[config.mk]
export PLATFORM = sky130hd
export DESIGN_NAME = acc_top
export DESIGN_NICKNAME = d
export VERILOG_FILES = /design/src/hdl/acc_top.v /design/src/hdl/acc_conv_timer.v
export VERILOG_INCLUDE_DIRS = /design/src /design/src/pkg
export SDC_FILE = /design/constraint.sdc
export NUM_CORES = 1
export LEC_CHECK = 0
export BUFFER_PORTS_ARGS = -buffer_cell sky130_fd_sc_hd__clkbuf_2
export CAP_MARGIN = 20
export CORE_ASPECT_RATIO = 1.5
export CORE_MARGIN = 4
export CORE_UTILIZATION = 45
export CTS_BUF_LIST = sky130_fd_sc_hd__clkbuf_4
export DETAILED_ROUTE_END_ITERATION = 6
export HOLD_SLACK_MARGIN = 0.05
export PLACE_DENSITY = 0.63
export SLEW_MARGIN = 20
export SYNTH_ARGS = -nofsm -noshare
export SYNTH_HDL_FRONTEND = slang
export SYNTH_SLANG_ARGS = --single-unit
[constraint.sdc]
create_clock -name i_clk_sys -period 5.2 [get_ports i_clk_sys]
set_input_delay 0.52 -clock i_clk_sys [delete_from_list [all_inputs] [get_ports i_clk_sys]]
set_output_delay 0.52 -clock i_clk_sys [all_outputs]
set_load 0.005 [all_outputs]
[src/pkg/acc_consts.vh]
`ifndef ACC_CONSTS_VH
`define ACC_CONSTS_VH
// register offsets (word addresses on the processor port)
`define ACC_OFS_GAIN       4'h1
`define ACC_OFS_MUXCFG     4'h2
`define ACC_OFS_FAST       4'h8
`define ACC_OFS_SWAP       4'h9
`define ACC_OFS_NEGATIVE_COMMON_MODE_CONVERT      4'hA
`define ACC_OFS_POSITIVE_COMMON_MODE_CONVERT      4'hB
// mux configuration fields
`define ACC_MUX_TESTREF    4
`define ACC_MUX_HI         7
`define ACC_MUX_LO         4
// reset, interrupt, test channel and loop-count values
`define ACC_RST_MUXCFG     4'h0
`define ACC_RST_GAIN       3'h1
`define ACC_RST_CHAN       3'h3
`define ACC_SYS_GAIN       3'h1
`define ACC_SYS_CHAN_L0    3'h3
`define ACC_SYS_CHAN_L1    3'h2
`define ACC_TEST_CHAN      3'h7
`define ACC_LOOPS_AT_APP   8'h06
// times in ns and derived cycle counts at 10 ns
`define ACC_CLK_NS         10
`define ACC_FAST_NS        6600
`define ACC_SLOW_NS        13200
`define ACC_LOOP_SEP_NS    36600
`define ACC_PERIOD_NS      100000
`define ACC_FAST_CYC       (`ACC_FAST_NS / `ACC_CLK_NS)
`define ACC_SLOW_CYC       (`ACC_SLOW_NS / `ACC_CLK_NS)
`define ACC_LOOP_SEP_CYC   (`ACC_LOOP_SEP_NS / `ACC_CLK_NS)
`define ACC_PERIOD_CYC     (`ACC_PERIOD_NS / `ACC_CLK_NS)
// conversion kinds
`define ACC_KIND_NORM      2'h0
`define ACC_KIND_SWAP      2'h1
`define ACC_KIND_NEGATIVE_COMMON_MODE_CONVERT     2'h2
`define ACC_KIND_POSITIVE_COMMON_MODE_CONVERT     2'h3
`endif

[src/hdl/acc_top.v]
// Behaviour
// read at fast offset starts conversion of current input and gain
// fast conversion done in 6.6 us, then result readable
// fast conversion leaves mux configuration and gain untouched
// second read of same offset returns result, mux unchanged
// common-mode read feeds one mux output to both amp inputs
// common-mode conversion takes about 13.2 us
// cross-connect read swaps mux outputs then converts
// cross-connect takes 13.2 us, gain and mux kept
// channel 7 of each mux selects an embedded test voltage
// mux config bit D4 routes test reference to negative input
// periodic interrupts start each loop at about 10 kHz
// loop 0 interrupt leads loop 1 by 36.6 us
// pulse-width calculation takes about 22 us
// each interrupt takes a gain-2 differential conversion, input 3 or 2
// each loop interrupt samples the opposite loop's variables
// host issues general conversions only in gap after loop 1
// iteration counter cleared at cycle start, incremented per interrupt
// counter holds 6 when serial communications finish
// host restores default settings before next interrupt conversion
// new request during conversion overrides and restarts converter
// only D7-D4 of a mux configuration write matter
// trigger read returns last result while launching new conversion
`timescale 1ns/1ps
`include "acc_consts.vh"
module acc_top
(
    input  wire        i_clk_sys,
    input  wire        i_reset_n,
    input  wire        i_cyc_start,
    input  wire        i_rd,
    input  wire        i_wr,
    input  wire [3:0]  i_addr,
    input  wire [15:0] i_wdata,
    input  wire [15:0] i_pos_mux_v,
    input  wire [15:0] i_neg_mux_v,
    input  wire [15:0] i_test_pos_v,
    input  wire [15:0] i_test_neg_v,
    input  wire [15:0] i_test_ref_v,
    output reg  [15:0] o_rdata,
    output reg         o_busy,
    output reg         o_done,
    output reg  [2:0]  o_chan,
    output reg  [2:0]  o_gain,
    output reg  [3:0]  o_mux_cfg,
    output reg  [1:0]  o_kind,
    output reg         o_loop0_irq,
    output reg         o_loop1_irq,
    output reg  [7:0]  o_iter_cnt
);
    // decode of a trigger offset into a conversion kind
    function [2:0] trig_decode;
        input [3:0] a;
        begin
            case (a)
                `ACC_OFS_FAST:  trig_decode = {1'b1, `ACC_KIND_NORM};
                `ACC_OFS_SWAP:  trig_decode = {1'b1, `ACC_KIND_SWAP};
                `ACC_OFS_NEGATIVE_COMMON_MODE_CONVERT: trig_decode = {1'b1, `ACC_KIND_NEGATIVE_COMMON_MODE_CONVERT};
                `ACC_OFS_POSITIVE_COMMON_MODE_CONVERT: trig_decode = {1'b1, `ACC_KIND_POSITIVE_COMMON_MODE_CONVERT};
                default:        trig_decode = 3'h0;
            endcase
        end
    endfunction

    // synchronise the external cycle-start strobe
    reg        cyc_s1_ff;
    reg        cyc_s2_ff;
    reg        cyc_s3_ff;
    wire       cyc_rise = cyc_s2_ff & ~cyc_s3_ff;
    always @(posedge i_clk_sys or negedge i_reset_n)
    begin
        if (!i_reset_n)
        begin
            cyc_s1_ff <= 1'b0;
            cyc_s2_ff <= 1'b0;
            cyc_s3_ff <= 1'b0;
        end
        else
        begin
            cyc_s1_ff <= i_cyc_start;
            cyc_s2_ff <= cyc_s1_ff;
            cyc_s3_ff <= cyc_s2_ff;
        end
    end

    // bus request decode
    wire [2:0] trig    = trig_decode(i_addr);
    wire       host_go = i_rd & trig[2];
    // channel select: addresses 3..7 (bit 3 clear, above the mux offset) are input reads
    wire       chan_rd = i_rd & ~i_addr[3] & (i_addr > `ACC_OFS_MUXCFG);

    // loop scheduler: 10 kHz period, loop 1 36.6 us after loop 0
    localparam [31:0] SEP_PH  = `ACC_LOOP_SEP_CYC;
    localparam [31:0] LAST_PH = `ACC_PERIOD_CYC - 1;
    reg [13:0] ph_ff;
    reg        pend_ff;    // which loop runs next: 0 or 1
    wire       hit0 = (ph_ff == 14'h0000);
    // spacing lets loop 0's 22 us calculation end before loop 1 starts
    wire       hit1 = (ph_ff == SEP_PH[13:0]);
    always @(posedge i_clk_sys or negedge i_reset_n)
    begin
        if (!i_reset_n)
        begin
            ph_ff       <= 14'h0001;
            pend_ff     <= 1'b0;
            o_loop0_irq <= 1'b0;
            o_loop1_irq <= 1'b0;
        end
        else
        begin
            // restart the frame on each communications cycle
            if (cyc_rise || ph_ff == LAST_PH[13:0])
                ph_ff <= 14'h0000;
            else
                ph_ff <= ph_ff + 14'h0001;
            o_loop0_irq <= hit0 & ~cyc_rise;
            o_loop1_irq <= hit1 & ~cyc_rise;
            if (hit0)
                pend_ff <= 1'b1;
            else if (hit1)
                pend_ff <= 1'b0;
        end
    end

    // iteration counter: cleared at cycle start, +1 after each interrupt
    always @(posedge i_clk_sys or negedge i_reset_n)
    begin
        if (!i_reset_n)
            o_iter_cnt <= 8'h00;
        else if (cyc_rise)
            o_iter_cnt <= 8'h00;
        else if (o_loop0_irq | o_loop1_irq)
            o_iter_cnt <= o_iter_cnt + 8'h01;
    end

    // interrupt conversion: system settings, input of the opposite loop
    wire       irq_go   = o_loop0_irq | o_loop1_irq;
    wire [2:0] irq_chan = o_loop0_irq ? `ACC_SYS_CHAN_L0
                                      : `ACC_SYS_CHAN_L1;

    // mux, gain and channel state; only explicit writes, input reads, interrupts
    // or a cycle start change it, never a trigger read
    always @(posedge i_clk_sys or negedge i_reset_n)
    begin
        if (!i_reset_n)
        begin
            o_mux_cfg <= `ACC_RST_MUXCFG;
            o_gain    <= `ACC_RST_GAIN;
            o_chan    <= `ACC_RST_CHAN;
        end
        else if (cyc_rise)
        begin
            // defaults reloaded each communications cycle
            o_mux_cfg <= `ACC_RST_MUXCFG;
            o_gain    <= `ACC_SYS_GAIN;
            o_chan    <= `ACC_SYS_CHAN_L0;
        end
        else if (irq_go)
        begin
            o_gain <= `ACC_SYS_GAIN;
            o_chan <= irq_chan;
        end
        else if (i_wr && i_addr == `ACC_OFS_MUXCFG)
            o_mux_cfg <= i_wdata[`ACC_MUX_HI:`ACC_MUX_LO];
        else if (i_wr && i_addr == `ACC_OFS_GAIN)
            o_gain <= i_wdata[6:4];
        else if (chan_rd)
            o_chan <= i_addr[2:0];
    end

    // analog source select feeding the converter
    reg  [15:0] pos_in;
    reg  [15:0] neg_in;
    reg  [15:0] sample;
    reg  [1:0]  nxt_kind;
    always @*
    begin
        nxt_kind = irq_go ? `ACC_KIND_NORM : trig[1:0];
        // channel 7 picks the embedded test voltages
        pos_in = (o_chan == `ACC_TEST_CHAN) ? i_test_pos_v
                                            : i_pos_mux_v;
        neg_in = (o_chan == `ACC_TEST_CHAN) ? i_test_neg_v
                                            : i_neg_mux_v;
        if (o_mux_cfg[`ACC_MUX_TESTREF - `ACC_MUX_LO])
            neg_in = i_test_ref_v;
        case (o_kind)
            `ACC_KIND_SWAP:  sample = neg_in - pos_in;
            `ACC_KIND_NEGATIVE_COMMON_MODE_CONVERT: sample = neg_in - neg_in;
            `ACC_KIND_POSITIVE_COMMON_MODE_CONVERT: sample = pos_in - pos_in;
            default:         sample = pos_in - neg_in;
        endcase
        // gain as a left shift; limitation: no saturation modelled
        sample = sample << o_gain;
    end

    // conversion start: host trigger, input read or interrupt
    wire conv_go = host_go | chan_rd | irq_go;
    wire slow    = ~irq_go & host_go &
                   (trig[1:0] != `ACC_KIND_NORM);
    always @(posedge i_clk_sys or negedge i_reset_n)
    begin
        if (!i_reset_n)
            o_kind <= `ACC_KIND_NORM;
        else if (conv_go)
            o_kind <= nxt_kind;
    end

    wire [15:0] res;
    wire        busy;
    wire        done;
    acc_conv_timer u_timer
    (
        .i_clk_sys (i_clk_sys),
        .i_reset_n (i_reset_n),
        .i_start   (conv_go),
        .i_slow    (slow),
        .i_sample  (sample),
        .o_busy    (busy),
        .o_done    (done),
        .o_result  (res)
    );

    // status mirrors; one cycle late but straight from flip-flops
    always @(posedge i_clk_sys or negedge i_reset_n)
    begin
        if (!i_reset_n)
        begin
            o_busy <= 1'b0;
            o_done <= 1'b0;
        end
        else
        begin
            o_busy <= busy;
            o_done <= done;
        end
    end

    // read data: any trigger or input read returns the last result
    // while the new conversion launches; pend_ff reported at mux offset
    always @(posedge i_clk_sys or negedge i_reset_n)
    begin
        if (!i_reset_n)
            o_rdata <= 16'h0000;
        else if (i_rd)
        begin
            if (host_go || chan_rd)
                o_rdata <= res;
            else if (i_addr == `ACC_OFS_MUXCFG)
                o_rdata <= {8'h00, o_mux_cfg, 3'h0, pend_ff};
            else if (i_addr == `ACC_OFS_GAIN)
                o_rdata <= {9'h000, o_gain, 4'h0};
            else
                o_rdata <= 16'h0000;
        end
    end
endmodule // acc_top

[src/hdl/acc_conv_timer.v]
`timescale 1ns/1ps
`include "acc_consts.vh"
// conversion engine: restartable countdown that captures the sample at the end
module acc_conv_timer
(
    input  wire        i_clk_sys,
    input  wire        i_reset_n,
    input  wire        i_start,
    input  wire        i_slow,
    input  wire [15:0] i_sample,
    output reg         o_busy,
    output reg         o_done,
    output reg  [15:0] o_result
);
    reg [11:0] cnt_ff;

    // reload values kept 32 bits wide, cut to the counter on purpose
    localparam [31:0] FAST_LOAD = `ACC_FAST_CYC - 1;
    localparam [31:0] SLOW_LOAD = `ACC_SLOW_CYC - 1;

    // a new start simply reloads, so later requests override earlier ones
    always @(posedge i_clk_sys or negedge i_reset_n)
    begin
        if (!i_reset_n)
        begin
            cnt_ff   <= 12'h000;
            o_busy   <= 1'b0;
            o_done   <= 1'b0;
            o_result <= 16'h0000;
        end
        else
        begin
            o_done <= 1'b0;
            if (i_start)
            begin
                cnt_ff <= i_slow ? SLOW_LOAD[11:0]
                                 : FAST_LOAD[11:0];
                o_busy <= 1'b1;
            end
            else if (o_busy)
            begin
                if (cnt_ff == 12'h000)
                begin
                    o_busy   <= 1'b0;
                    o_done   <= 1'b1;
                    o_result <= i_sample;
                end
                else
                    cnt_ff <= cnt_ff - 12'h001;
            end
        end
    end
endmodule // acc_conv_timer

==> results by group, run 1 <==
Cells and area
  – Area delta synth->final: 12.8%
  – Share of layout cells above drive strength 1: 20.4%
  – Area of the multi-input gates: 4650 um^2
  – Nets: 1130
  – Filler Cells Inserted: 1585
  – Fin cells: 1195
  – FF/Latch Area: 2210 um^2

Setup path
  – CP max stage cell: dfstp_2
  – Max FO, Critical Path: 14
  – Kind of critical path: flop to flop
  – Worst-path cell chain: and3_4 > nand2_1 > a21oi_1 > a21oi_1 > mux2i_1 > ha_1 > inv_1 > fa_1 > a21o_1 > a21o_1 > a21oi_1 > a211oi_1 > or3_1 > a21oi_1 > o211ai_4 > mux2_2 > mux2i_1 > mux2_2 > o21ai_0
  – Buf/Inv on CP: 1
  – WP depth: 19
  – Crit path from: o_chan[1]
  – CP Capture Type: flop
  – Most frequent CP cell: a21oi_1
  – Worst R2R Start: o_chan[1]
  – Delay-heaviest family, CP: compound AO/OA/AOI/OAI gates
  – Reg2reg setup slack: 0.74 ns
  – Setup crit end: u_timer.o_result[10]
  – WP data arrival: 4.80 ns
  – Cell count of the worst reg-to-reg path: 19
  – Startpoint types: flop
  – Slowest stage delay, CP: 0.55 ns
  – Data required time of the worst path: 5.54 ns
  – Crit Reg-Reg Endpoint: u_timer.o_result[10]

GRT
  – GR Overflow Total: 0
  – Total track usage: 20.7%
  – First-pass GRT wire length: 31000 um
  – Largest net degree at the start of global routing: 89
  – Initial antenna violation count: 1
  – Vias in the first global route: 6474

STA
  – Setup WS post-layout: 0.736 ns
  – Final Critical Period: 4.46 ns
  – Max-slew violations: 0
  – Fin Setup TNS: 0 ns
  – Fin. Hold Viols: 0
  – Fmax: 224 MHz
  – Relative slew slack: 37.2%
  – RSZ-0062 raised after global routing: false
  – Slew @ Worst Pin: 0.942 ns
  – Clock skew: 0.0228 ns
  – Final period utilization: 85.8%
  – # setup viols final: 0

Yosys
  – Flops & latches, synth: 88
  – Number of synthesized flops with an enable pin: 0
  – Synth area leaders: dfrtp_1 29%, mux2i_1 7.7%, ha_1 6.4%
  – Register area share after synthesis: 30.5%
  – Async SR Flop Fraction: 100%
  – Top-area cell type share of the netlist area: 29.0%
  – Synth Flop Type: dfrtp_1
  – Syn. warnings: 0
  – Post-synth top area cell: dfrtp_1
  – Synthesized Nets: 1013
  – Cells after Synth: 869
  – Post-Synthesis Cell Area: 7250 um^2
  – Mapped Avg Cell Area: 8.34 um^2
  – Synth unique cells: 84

Clocking
  – Clk root buf: clkbuf_4
  – Hold buffers post-CTS: 0
  – Skew-Pair Late Insertion Delay: 0.46 ns
  – Maximum clock path buffer count: 2
  – Htree depth: 3
  – Resized Gates After CTS: 0
  – Clk sink count: 88
  – Post-CTS Setup Bufs: 0
  – TritonCTS buffer count: 9
  – CTS clock-pin slew for the worst setup and hold paths: 0.16 ns
  – Clock tree from TritonCTS: yes

Power and ir drop
  – P per Cell Area: 331 nW/um^2
  – Static Leak: 0.00387 uW
  – VDD IR max: 0.154 mV

Placed design
  – Post-DP HPWL: 15200 um
  – Placed insts: 1178
  – Place WS: 0.701 ns
  – Last weighted congestion value of the routability-driven placer: 0.858
  – Port Buffers: 132

Die
  – Die height: 163 um
  – Die ar.: 18200 um^2
  – Initial Util: 46.2%
  – Top Ports: 145
  – Die Wd: 112 um
  – Num rows: 56
  – Core ar.: 15700 um^2

Outcome
  – Status: finished, final reports clean

Routing
  – Drt total wl: 18900 um
  – DR WL/cell: 15.8 um
  – Residual DRC: 0
  – Vias per std cell: 5.53
  – Vias post-DR: 6604
  – Pre-antenna DRT Iters: 5
  – Drt initial violations: 241
  – Post-route antenna net violation count: 0

Hold path
  – Min-Delay Path Class: input pin to asynchronous set/reset pin

Run
  – Maxcap violations: 0
-- per-layer routing --
layer	global-route usage, %	vias up	share of wire [%]
li1	-	3331	-
met1	23.9	3093	41
met2	39.5	155	53
met3	2.45	25	4.0
met4	6.47	0	2.0
met5	0	-	0
-- worst min path at each step --
stage / from / end / cells past startpoint
floorplan: i_reset_n / cyc_s1_ff / 0
global placement: u_timer.o_done / o_done / 0
detailed placement: u_timer.o_done / o_done / 0
CTS: i_cyc_start / cyc_s1_ff / 1
global route: i_cyc_start / cyc_s1_ff / 1
finish: i_reset_n / o_rdata[2] / 1
-- layout make-up --
| class | instances | area share [%] |
|---|---|---|
| Multi-Input combinational cell | 700 | 56.9 |
| Timing Repair Buffer | 145 | 9.51 |
| Inverter | 42 | 1.93 |
| Tap cell | 203 | 3.11 |
| Clock inverter | 6 | 0.643 |
| Clock buffer | 10 | 0.918 |
| Sequential cell | 88 | 27.0 |
| Antenna cell | 1 | 0.0306 |
-- sequential cells by signal (all words and copies together), names as in the netlist, 2 cells and up --
signal,cells
o_kind,2
u_timer.cnt_ff,12
o_chan,3
o_gain,3
u_timer.o_result,16
o_iter_cnt,8
o_mux_cfg,4
o_rdata,16
ph_ff,14
-- cell usage in the layout (no fill, tap or decap), types with 7 or more instances in the layout --
master and instances:
buf_4 12, nand2b_1 7, a21o_1 8, o21ai_0 64, nor2b_1 14, inv_1 40, nor4_1 8, a21oi_1 57
nand3_1 24, nor3_1 20, mux2_2 11, xnor2_1 29, clkbuf_4 10, dfrtp_1 84, or3_1 15, clkbuf_2 131
mux2i_1 56, nand4_1 7, ha_1 37, xor2_1 21, nor2_1 94, nand2_1 113
-- worst register-to-register path, delay by kind of cell (launching register included) --
| family | cells | cell delay, ns |
|---|---|---|
| compound gates | 9 | 1.45 |
| mux | 4 | 0.90 |
| simple gates | 3 | 0.83 |
| fa+ha+maj | 2 | 0.57 |
| flops | 1 | 0.55 |
| buf+inv | 1 | 0.05 |
-- Yosys cell counts (11+ instances only) --
cell type,n
nand2_1,113
nor2_1,94
dfrtp_1,84
o21ai_0,64
a21oi_1,57
mux2i_1,56
inv_1,40
ha_1,37
xnor2_1,29
nand3_1,24
xor2_1,21
clkbuf_1,20
nor3_1,20
or3_1,15
nor2b_1,14
mux2_2,11
-- metrics by stage --
| step | util (%) | hold WS [ns] | power [uW] | cell area (um^2) |
|---|---|---|---|---|
| after floorplan | - | 0.224 | 1980 | 7250 |
| after global placement | 51.2 | 0.338 | 2350 | 8040 |
| after detailed placement | 51.2 | 0.338 | 2360 | 8040 |
| after CTS | 52.0 | 0.124 | 2730 | 8170 |
| after global routing | 52.1 | 0.124 | 2940 | 8170 |
| final | 52.1 | 0.0858 | 2700 | 8170 |
-- cells by family (layout without fill, tap and decap cells) --
kind of cell | Yosys count | in the layout | synth area share [%]
AO/OA/AOI/OAI | 211 | 211 | 19.5
multiplexers | 72 | 72 | 10.7
other | 0 | 1 | 0
XOR/XNOR | 50 | 50 | 6.04
buffers and inverters | 81 | 203 | 5.40
adder cells (fa/ha/maj) | 39 | 39 | 6.94
flip-flops | 88 | 88 | 30.5
AND/OR/NAND/NOR | 328 | 328 | 21.0
-- report_power, final --
group / switching, uW / total (uW) / internal [uW]
Sequential: 76.3 / 833 / 756
Clock: 245 / 355 / 110
Combinational: 871 / 1510 / 643
Total: 1190 / 2700 / 1510
No activity file was read; power rests on OpenSTA's default activity.
==> run 2, diff against run 1 <==
--- a/config.mk
+++ b/config.mk
@@ -14,7 +14,7 @@
 export CTS_BUF_LIST = sky130_fd_sc_hd__clkbuf_4
 export DETAILED_ROUTE_END_ITERATION = 6
 export HOLD_SLACK_MARGIN = 0.05
-export PLACE_DENSITY = 0.63
+export PLACE_DENSITY = 0.7
 export SLEW_MARGIN = 20
 export SYNTH_ARGS = -nofsm -noshare
 export SYNTH_HDL_FRONTEND = slang
==> run 2 against run 1 <==
Effect of this change:
- clock skew grew 0.0058 ns
- final cell count is the same
- setup slack worse by 0.23 ns
- flip-flop and latch count is the same
- core utilization increased by 0.080 points
- critical path type unchanged
==> results by group, run 2 (same netlist as run 1, synthesis figures left out) <==
Setup path
  – Reg2reg setup slack: 0.51 ns (-0.23 ns)
  – CP Capture Type: flop
  – WP data arrival: 5.00 ns (+0.20 ns)
  – Most frequent CP cell: a21oi_1
  – CP max stage cell: dfstp_2
  – Cell count of the worst reg-to-reg path: 19 (unchanged)
  – Worst-path cell chain: and3_4 > nand2_1 > a21oi_1 > a21oi_1 > mux2i_1 > ha_1 > inv_1 > fa_1 > a21o_1 > a21o_1 > a21oi_1 > a211oi_1 > or3_1 > a21oi_1 > o211ai_4 > mux2_2 > mux2i_1 > mux2_2 > o21ai_0
  – Slowest stage delay, CP: 0.72 ns (+0.17 ns)
  – Max FO, Critical Path: 11 (-3)
  – Data required time of the worst path: 5.51 ns (-0.03 ns)
  – Crit Reg-Reg Endpoint: u_timer.o_result[10]
  – Setup crit end: u_timer.o_result[10]
  – Startpoint types: flop
  – Kind of critical path: flop to flop
  – Worst R2R Start: o_chan[1]
  – Crit path from: o_chan[1]

GRT
  – Initial antenna violation count: 1 (unchanged)
  – GR Overflow Total: 0 (unchanged)
  – Largest net degree at the start of global routing: 62 (-30%)
  – First-pass GRT wire length: 31500 um (+1.6%)
  – Total track usage: 20.9% (+0.27 points)
  – Vias in the first global route: 6531 (+0.88%)

Routing
  – Residual DRC: 0 (unchanged)
  – Vias post-DR: 6585 (-0.29%)
  – Vias per std cell: 5.51 (-0.29%)
  – DR WL/cell: 16.0 um (+1.6%)
  – Post-route antenna net violation count: 0 (unchanged)
  – Drt initial violations: 327 (+36%)
  – Pre-antenna DRT Iters: 5 (unchanged)
  – Drt total wl: 19200 um (+1.6%)

Outcome
  – Status: finished, final reports clean

Cells and area
  – Commonest non-fill, non-tap cell in the layout: clkbuf_2
  – Largest regs: o_rdata x16, u_timer.o_result x16, ph_ff x14
  – Nets: 1130 (unchanged)
  – Area delta synth->final: 13.0%
  – Share of layout cells above drive strength 1: 20.3% (-0.10 points)
  – Final instance area: 8190 um^2 (+0.15%)
  – Most frequent cells in the layout: 131 x clkbuf_2, 113 x nand2_1, 94 x nor2_1

Die
  – Die Wd: 112 um (unchanged)
  – Core ar.: 15700 um^2 (unchanged)
  – Num rows: 56 (unchanged)
  – Die ar.: 18200 um^2 (unchanged)
  – Die height: 163 um (unchanged)
  – Initial Util: 46.2% (unchanged)
  – Top Ports: 145 (unchanged)

Clocking
  – Clk root buf: clkbuf_4
  – CTS clock-pin slew for the worst setup and hold paths: 0.14 ns (-0.02 ns)
  – Post-CTS Setup Bufs: 0 (unchanged)
  – TritonCTS buffer count: 9 (unchanged)
  – Clk sink count: 88 (unchanged)
  – Clock tree from TritonCTS: yes
  – Htree depth: 3 (unchanged)
  – Skew-Pair Late Insertion Delay: 0.44 ns (-0.02 ns)
  – Maximum clock path buffer count: 2 (unchanged)

Hold path
  – Min-delay src: i_cyc_start
  – Min-Delay Path Class: input pin to flop

STA
  – Fin Setup TNS: 0 ns (unchanged)
  – Max-slew violations: 0 (unchanged)
  – Hold_ws: 0.184 ns (+0.0981 ns)
  – Fmax: 213 MHz (-4.9%)
  – Final Critical Period: 4.69 ns (+0.230 ns)
  – Slew @ Worst Pin: 0.717 ns (-0.226 ns)
  – RSZ-0062 raised after global routing: false
  – Clock skew: 0.0286 ns (+0.00577 ns)
  – Final period utilization: 90.3% (+4.4 points)
  – Relative slew slack: 50.9% (+14 points)
  – # setup viols final: 0 (unchanged)
  – Fin. Hold Viols: 0 (unchanged)

Power and ir drop
  – Static Leak: 0.00388 uW (+0.23%)
  – Total Power: 2750 uW (+1.7%)
  – P per Cell Area: 335 nW/um^2 (+1.5%)
  – VDD IR max: 0.159 mV (+3.2%)

Placed design
  – Area after DPL: 8030 um^2 (about the same)
  – Port Buffers: 132 (unchanged)
  – Last weighted congestion value of the routability-driven placer: 0.874 (+1.9%)
  – Post-DP HPWL: 15500 um (+1.7%)

Run
  – Maxcap violations: 0 (unchanged)
## run 2: what timing repair did
action                                  4_1_cts  5_1_grt
resized for setup                             0        0
endpoints found under the setup margin        0        0
endpoints found under the hold margin        25        0
hold buffers                                  1        0
## run 2: worst min-delay path by stage
stage | endpoint | slack, ns | cells past startpoint
2_1_floorplan | cyc_s1_ff | 0.22 | 0
3_3_place_gp | cyc_s2_ff | 0.34 | 0
3_5_place_dp | o_done | 0.34 | 0
4_1_cts | cyc_s1_ff | 0.16 | 1
5_1_grt | cyc_s1_ff | 0.14 | 1
6_report | cyc_s1_ff | 0.18 | 1
## run 2: worst max-delay path: cells and delay by family, from the launching register on
family,cells,cell delay [ns]
and+or+nand+nor,3,0.83
adders and majority gates,2,0.58
AOI/OAI and AO/OA,9,1.43
DFF,1,0.72
muxes,4,0.94
buffers and inverters,1,0.05
## run 2: power breakdown
group | switching, uW | internal, uW
clock | 237 | 155
sequential | 83.2 | 757
combinational | 879 | 636
total | 1200 | 1550
## run 2: routing by layer
layer	up-vias	share of wire, %	GRT usage (%)
met2	198	50	38.1
met4	0	2.6	7.08
met5	-	0	0
met1	3024	42	25.4
li1	3334	-	-
met3	29	4.6	2.71
## run 2: area by class of cell
class	instances	area, um^2
diodes	1	2.50
clock buffers	10	75.1
clock inverters	6	66.3
fillers	1578	7510
inverters	42	158
multi-input cells	700	4650
flip-flops and latches	88	2210
well taps	203	254
repair buffers	145	776
## run 2: stage by stage
step,cells,util (%),worst slack (ns)
2_1_floorplan,869,-,0.699
3_3_place_gp,1177,51.2,0.649
3_5_place_dp,1177,51.2,0.576
4_1_cts,1194,52.1,0.520
5_1_grt,1195,52.2,0.0588
6_report,1195,52.2,0.506
==> run 3, diff against run 2 <==
--- a/config.mk
+++ b/config.mk
@@ -10,11 +10,11 @@
 export CAP_MARGIN = 20
 export CORE_ASPECT_RATIO = 1.5
 export CORE_MARGIN = 4
-export CORE_UTILIZATION = 45
+export CORE_UTILIZATION = 44
 export CTS_BUF_LIST = sky130_fd_sc_hd__clkbuf_4
 export DETAILED_ROUTE_END_ITERATION = 6
 export HOLD_SLACK_MARGIN = 0.05
-export PLACE_DENSITY = 0.7
+export PLACE_DENSITY = 0.69
 export SLEW_MARGIN = 20
 export SYNTH_ARGS = -nofsm -noshare
 export SYNTH_HDL_FRONTEND = slang
==> run 3 against run 2 <==
Effect of this change:
- register-to-register slack lost 0.10 ns
- die area grew 2.1%
- largest cell class unchanged
- final cell count grew 0.25%
- setup slack lost 0.10 ns
- clock skew shrank 0.0014 ns
- highest routed layer is now met5
- wire length shrank 0.38%
- sequential power is essentially flat
- first-iteration DRC count shrank 13%
- cell area grew 0.49%
==> results by group, run 3 (same netlist as run 1, synthesis figures left out) <==
Outcome
  – Status: finished, final reports clean

Setup path
  – Max FO, Critical Path: 12 (+1)
  – Worst R2R Start: o_chan[0]
  – Kind of critical path: flop to flop
  – Crit path from: o_chan[0]
  – CP max stage cell: dfstp_2
  – Cell count of the worst reg-to-reg path: 19 (unchanged)
  – WP depth: 19 (unchanged)
  – WP data arrival: 5.12 ns (+0.12 ns)
  – Data required time of the worst path: 5.52 ns (about the same)
  – Setup crit end: u_timer.o_result[10]
  – Most frequent CP cell: a21oi_1
  – Buf/Inv on CP: 1 (unchanged)
  – Crit Reg-Reg Endpoint: u_timer.o_result[10]
  – Delay-heaviest family, CP: compound AO/OA/AOI/OAI gates
  – CP Capture Type: flop
  – Reg2reg setup slack: 0.40 ns (-0.10 ns)
  – Worst-path cell chain: and3_4 > nand2_1 > a21oi_1 > a21oi_1 > mux2i_1 > ha_1 > inv_1 > fa_1 > a21o_1 > a21o_1 > a21oi_1 > a211oi_1 > or3_1 > a21oi_1 > o211ai_4 > mux2_2 > mux2i_1 > mux2_2 > o21ai_0
  – Slowest stage delay, CP: 0.72 ns (about the same)
  – Startpoint types: flop

Cells and area
  – Largest regs: o_rdata x16, u_timer.o_result x16, ph_ff x14
  – Filler Cells Inserted: 1601 (+1.5%)
  – Fin cells: 1198 (+0.25%)
  – Commonest non-fill, non-tap cell in the layout: clkbuf_2
  – Nets: 1130 (unchanged)
  – Final instance area: 8230 um^2 (+0.49%)
  – Most frequent cells in the layout: 131 x clkbuf_2, 113 x nand2_1, 94 x nor2_1
  – Area delta synth->final: 13.5%
  – Share of layout cells above drive strength 1: 20.3% (unchanged)

Routing
  – Drt total wl: 19100 um (-0.38%)
  – Pre-antenna DRT Iters: 4 (-1)
  – Vias per std cell: 5.57 (+1.1%)
  – Drt initial violations: 283 (-13%)
  – Post-route antenna net violation count: 0 (unchanged)
  – Vias post-DR: 6674 (+1.4%)
  – DR WL/cell: 15.9 um (-0.63%)
  – Residual DRC: 0 (unchanged)

STA
  – Hold_ws: 0.163 ns (-0.0207 ns)
  – Relative slew slack: 44.5% (-6.3 points)
  – Max-slew violations: 0 (unchanged)
  – Final period utilization: 92.3% (+2.0 points)
  – RSZ-0062 raised after global routing: false
  – Clock skew: 0.0272 ns (-0.00140 ns)
  – Fin. Hold Viols: 0 (unchanged)
  – Fmax: 208 MHz (-2.2%)
  – Fin Setup TNS: 0 ns (unchanged)
  – Slew @ Worst Pin: 0.832 ns (+0.115 ns)
  – # setup viols final: 0 (unchanged)
  – Final Critical Period: 4.80 ns (+0.105 ns)

Die
  – Core ar.: 16200 um^2 (+3.1%)
  – Num rows: 57 (+1.8%)
  – Initial Util: 44.8% (-1.4 points)
  – Top Ports: 145 (unchanged)
  – Die Wd: 113 um (+1.0%)
  – Die ar.: 18600 um^2 (+2.1%)
  – Die height: 165 um (+1.1%)

Power and ir drop
  – Power share of the combinational group: 53.9% (-1.3 points)
  – VDD IR max: 0.156 mV (-1.6%)
  – Sw frac: 43.1% (-0.59 points)
  – Reg power frac: 29.7% (-0.9 points)
  – Total Power: 2820 uW (+2.6%)
  – P per Cell Area: 343 nW/um^2 (+2.1%)
  – Clock power frac: 16.4% (+2.1 points)
  – Static Leak: 0.00389 uW (+0.24%)
  – Switching pwr: 1210 uW (+1.2%)
  – Int Pwr: 1600 uW (+3.7%)

Clocking
  – Post-CTS Setup Bufs: 0 (unchanged)
  – Clock tree from TritonCTS: yes
  – Hold buffers post-CTS: 1 (unchanged)
  – TritonCTS buffer count: 9 (unchanged)
  – CTS clock-pin slew for the worst setup and hold paths: 0.16 ns (+0.02 ns)
  – Skew-Pair Late Insertion Delay: 0.45 ns (about the same)
  – Resized Gates After CTS: 0 (unchanged)
  – Maximum clock path buffer count: 2 (unchanged)
  – Clk root buf: clkbuf_4
  – Clk sink count: 88 (unchanged)
  – Htree depth: 3 (unchanged)

Placed design
  – Port Buffers: 132 (unchanged)
  – Area after DPL: 8040 um^2 (about the same)
  – Last weighted congestion value of the routability-driven placer: 0.897 (+2.7%)
  – Placed insts: 1180 (+0.25%)
  – Post-DP HPWL: 15300 um (-1.3%)

GRT
  – Initial antenna violation count: 2 (+1)
  – Total track usage: 20.3% (-0.63 points)
  – GR Overflow Total: 0 (unchanged)
  – First-pass GRT wire length: 30900 um (-1.9%)
  – Vias in the first global route: 6406 (-1.9%)
  – Largest net degree at the start of global routing: 66 (+6.5%)

Hold path
  – Hold depth: 1 (unchanged)
  – Min-Delay Path Class: input pin to flop

Run
  – Maxcap violations: 0 (unchanged)
## run 3: changes by cell type in the layout (fill, tap and decap cells not counted)
cell / before / now
clkinv_4: 1 / 0
bufinv_16: 1 / 2
inv_8: 0 / 3
clkinv_2: 2 / 0
clkbuf_4: 10 / 9
clkinvlp_4: 0 / 1
inv_6: 2 / 1
## run 3: power by group through the flow
stage          Clock (uW)  Sequential (uW)  Combinational [uW]
2_1_floorplan           0              825                1150
3_3_place_gp            0              849                1480
3_5_place_dp            0              852                1500
4_1_cts               472              838                1510
5_1_grt               497              849                1700
6_report              462              837                1520
## run 3: area by class of cell
cell class              count  area, um^2  share of cell area [%]
multi-input cells         700        4650                    56.5
flip-flops and latches     88        2210                    26.8
repair buffers            145         776                    9.43
well taps                 206         258                    3.13
inverters                  42         158                    1.92
clock inverters             7         110                    1.34
clock buffers               9        67.6                   0.821
diodes                      1        2.50                  0.0304
## run 3: routing by layer
metal	part of all wire (%)	GRT usage, %
met1	42	25.0
met3	5.0	2.73
met4	3.2	8.53
met5	0.10	0
met2	50	35.5
## run 3: worst register-to-register path: cells and delay by family (launching register included)
family,cells,cell delay (ns)
AOI/OAI and AO/OA,9,1.51
muxes,4,0.94
and+or+nand+nor,3,0.86
DFF,1,0.72
adders and majority gates,2,0.58
buffers and inverters,1,0.05
## run 3: metrics by stage
step	utilization (%)	setup WS [ns]
6_report	50.8	0.402
5_1_grt	50.8	0.0126
4_1_cts	50.8	0.367
3_5_place_dp	49.6	0.430
3_3_place_gp	49.6	0.472
2_1_floorplan	-	0.699
## run 3: how the worst min path moves through the flow
stage	startpoint	endpoint
after floorplan	i_reset_n	cyc_s1_ff
after global placement	u_timer.o_done	o_done
after detailed placement	u_timer.o_done	o_done
after CTS	i_cyc_start	cyc_s1_ff
after global routing	i_cyc_start	cyc_s1_ff
final	i_cyc_start	cyc_s1_ff
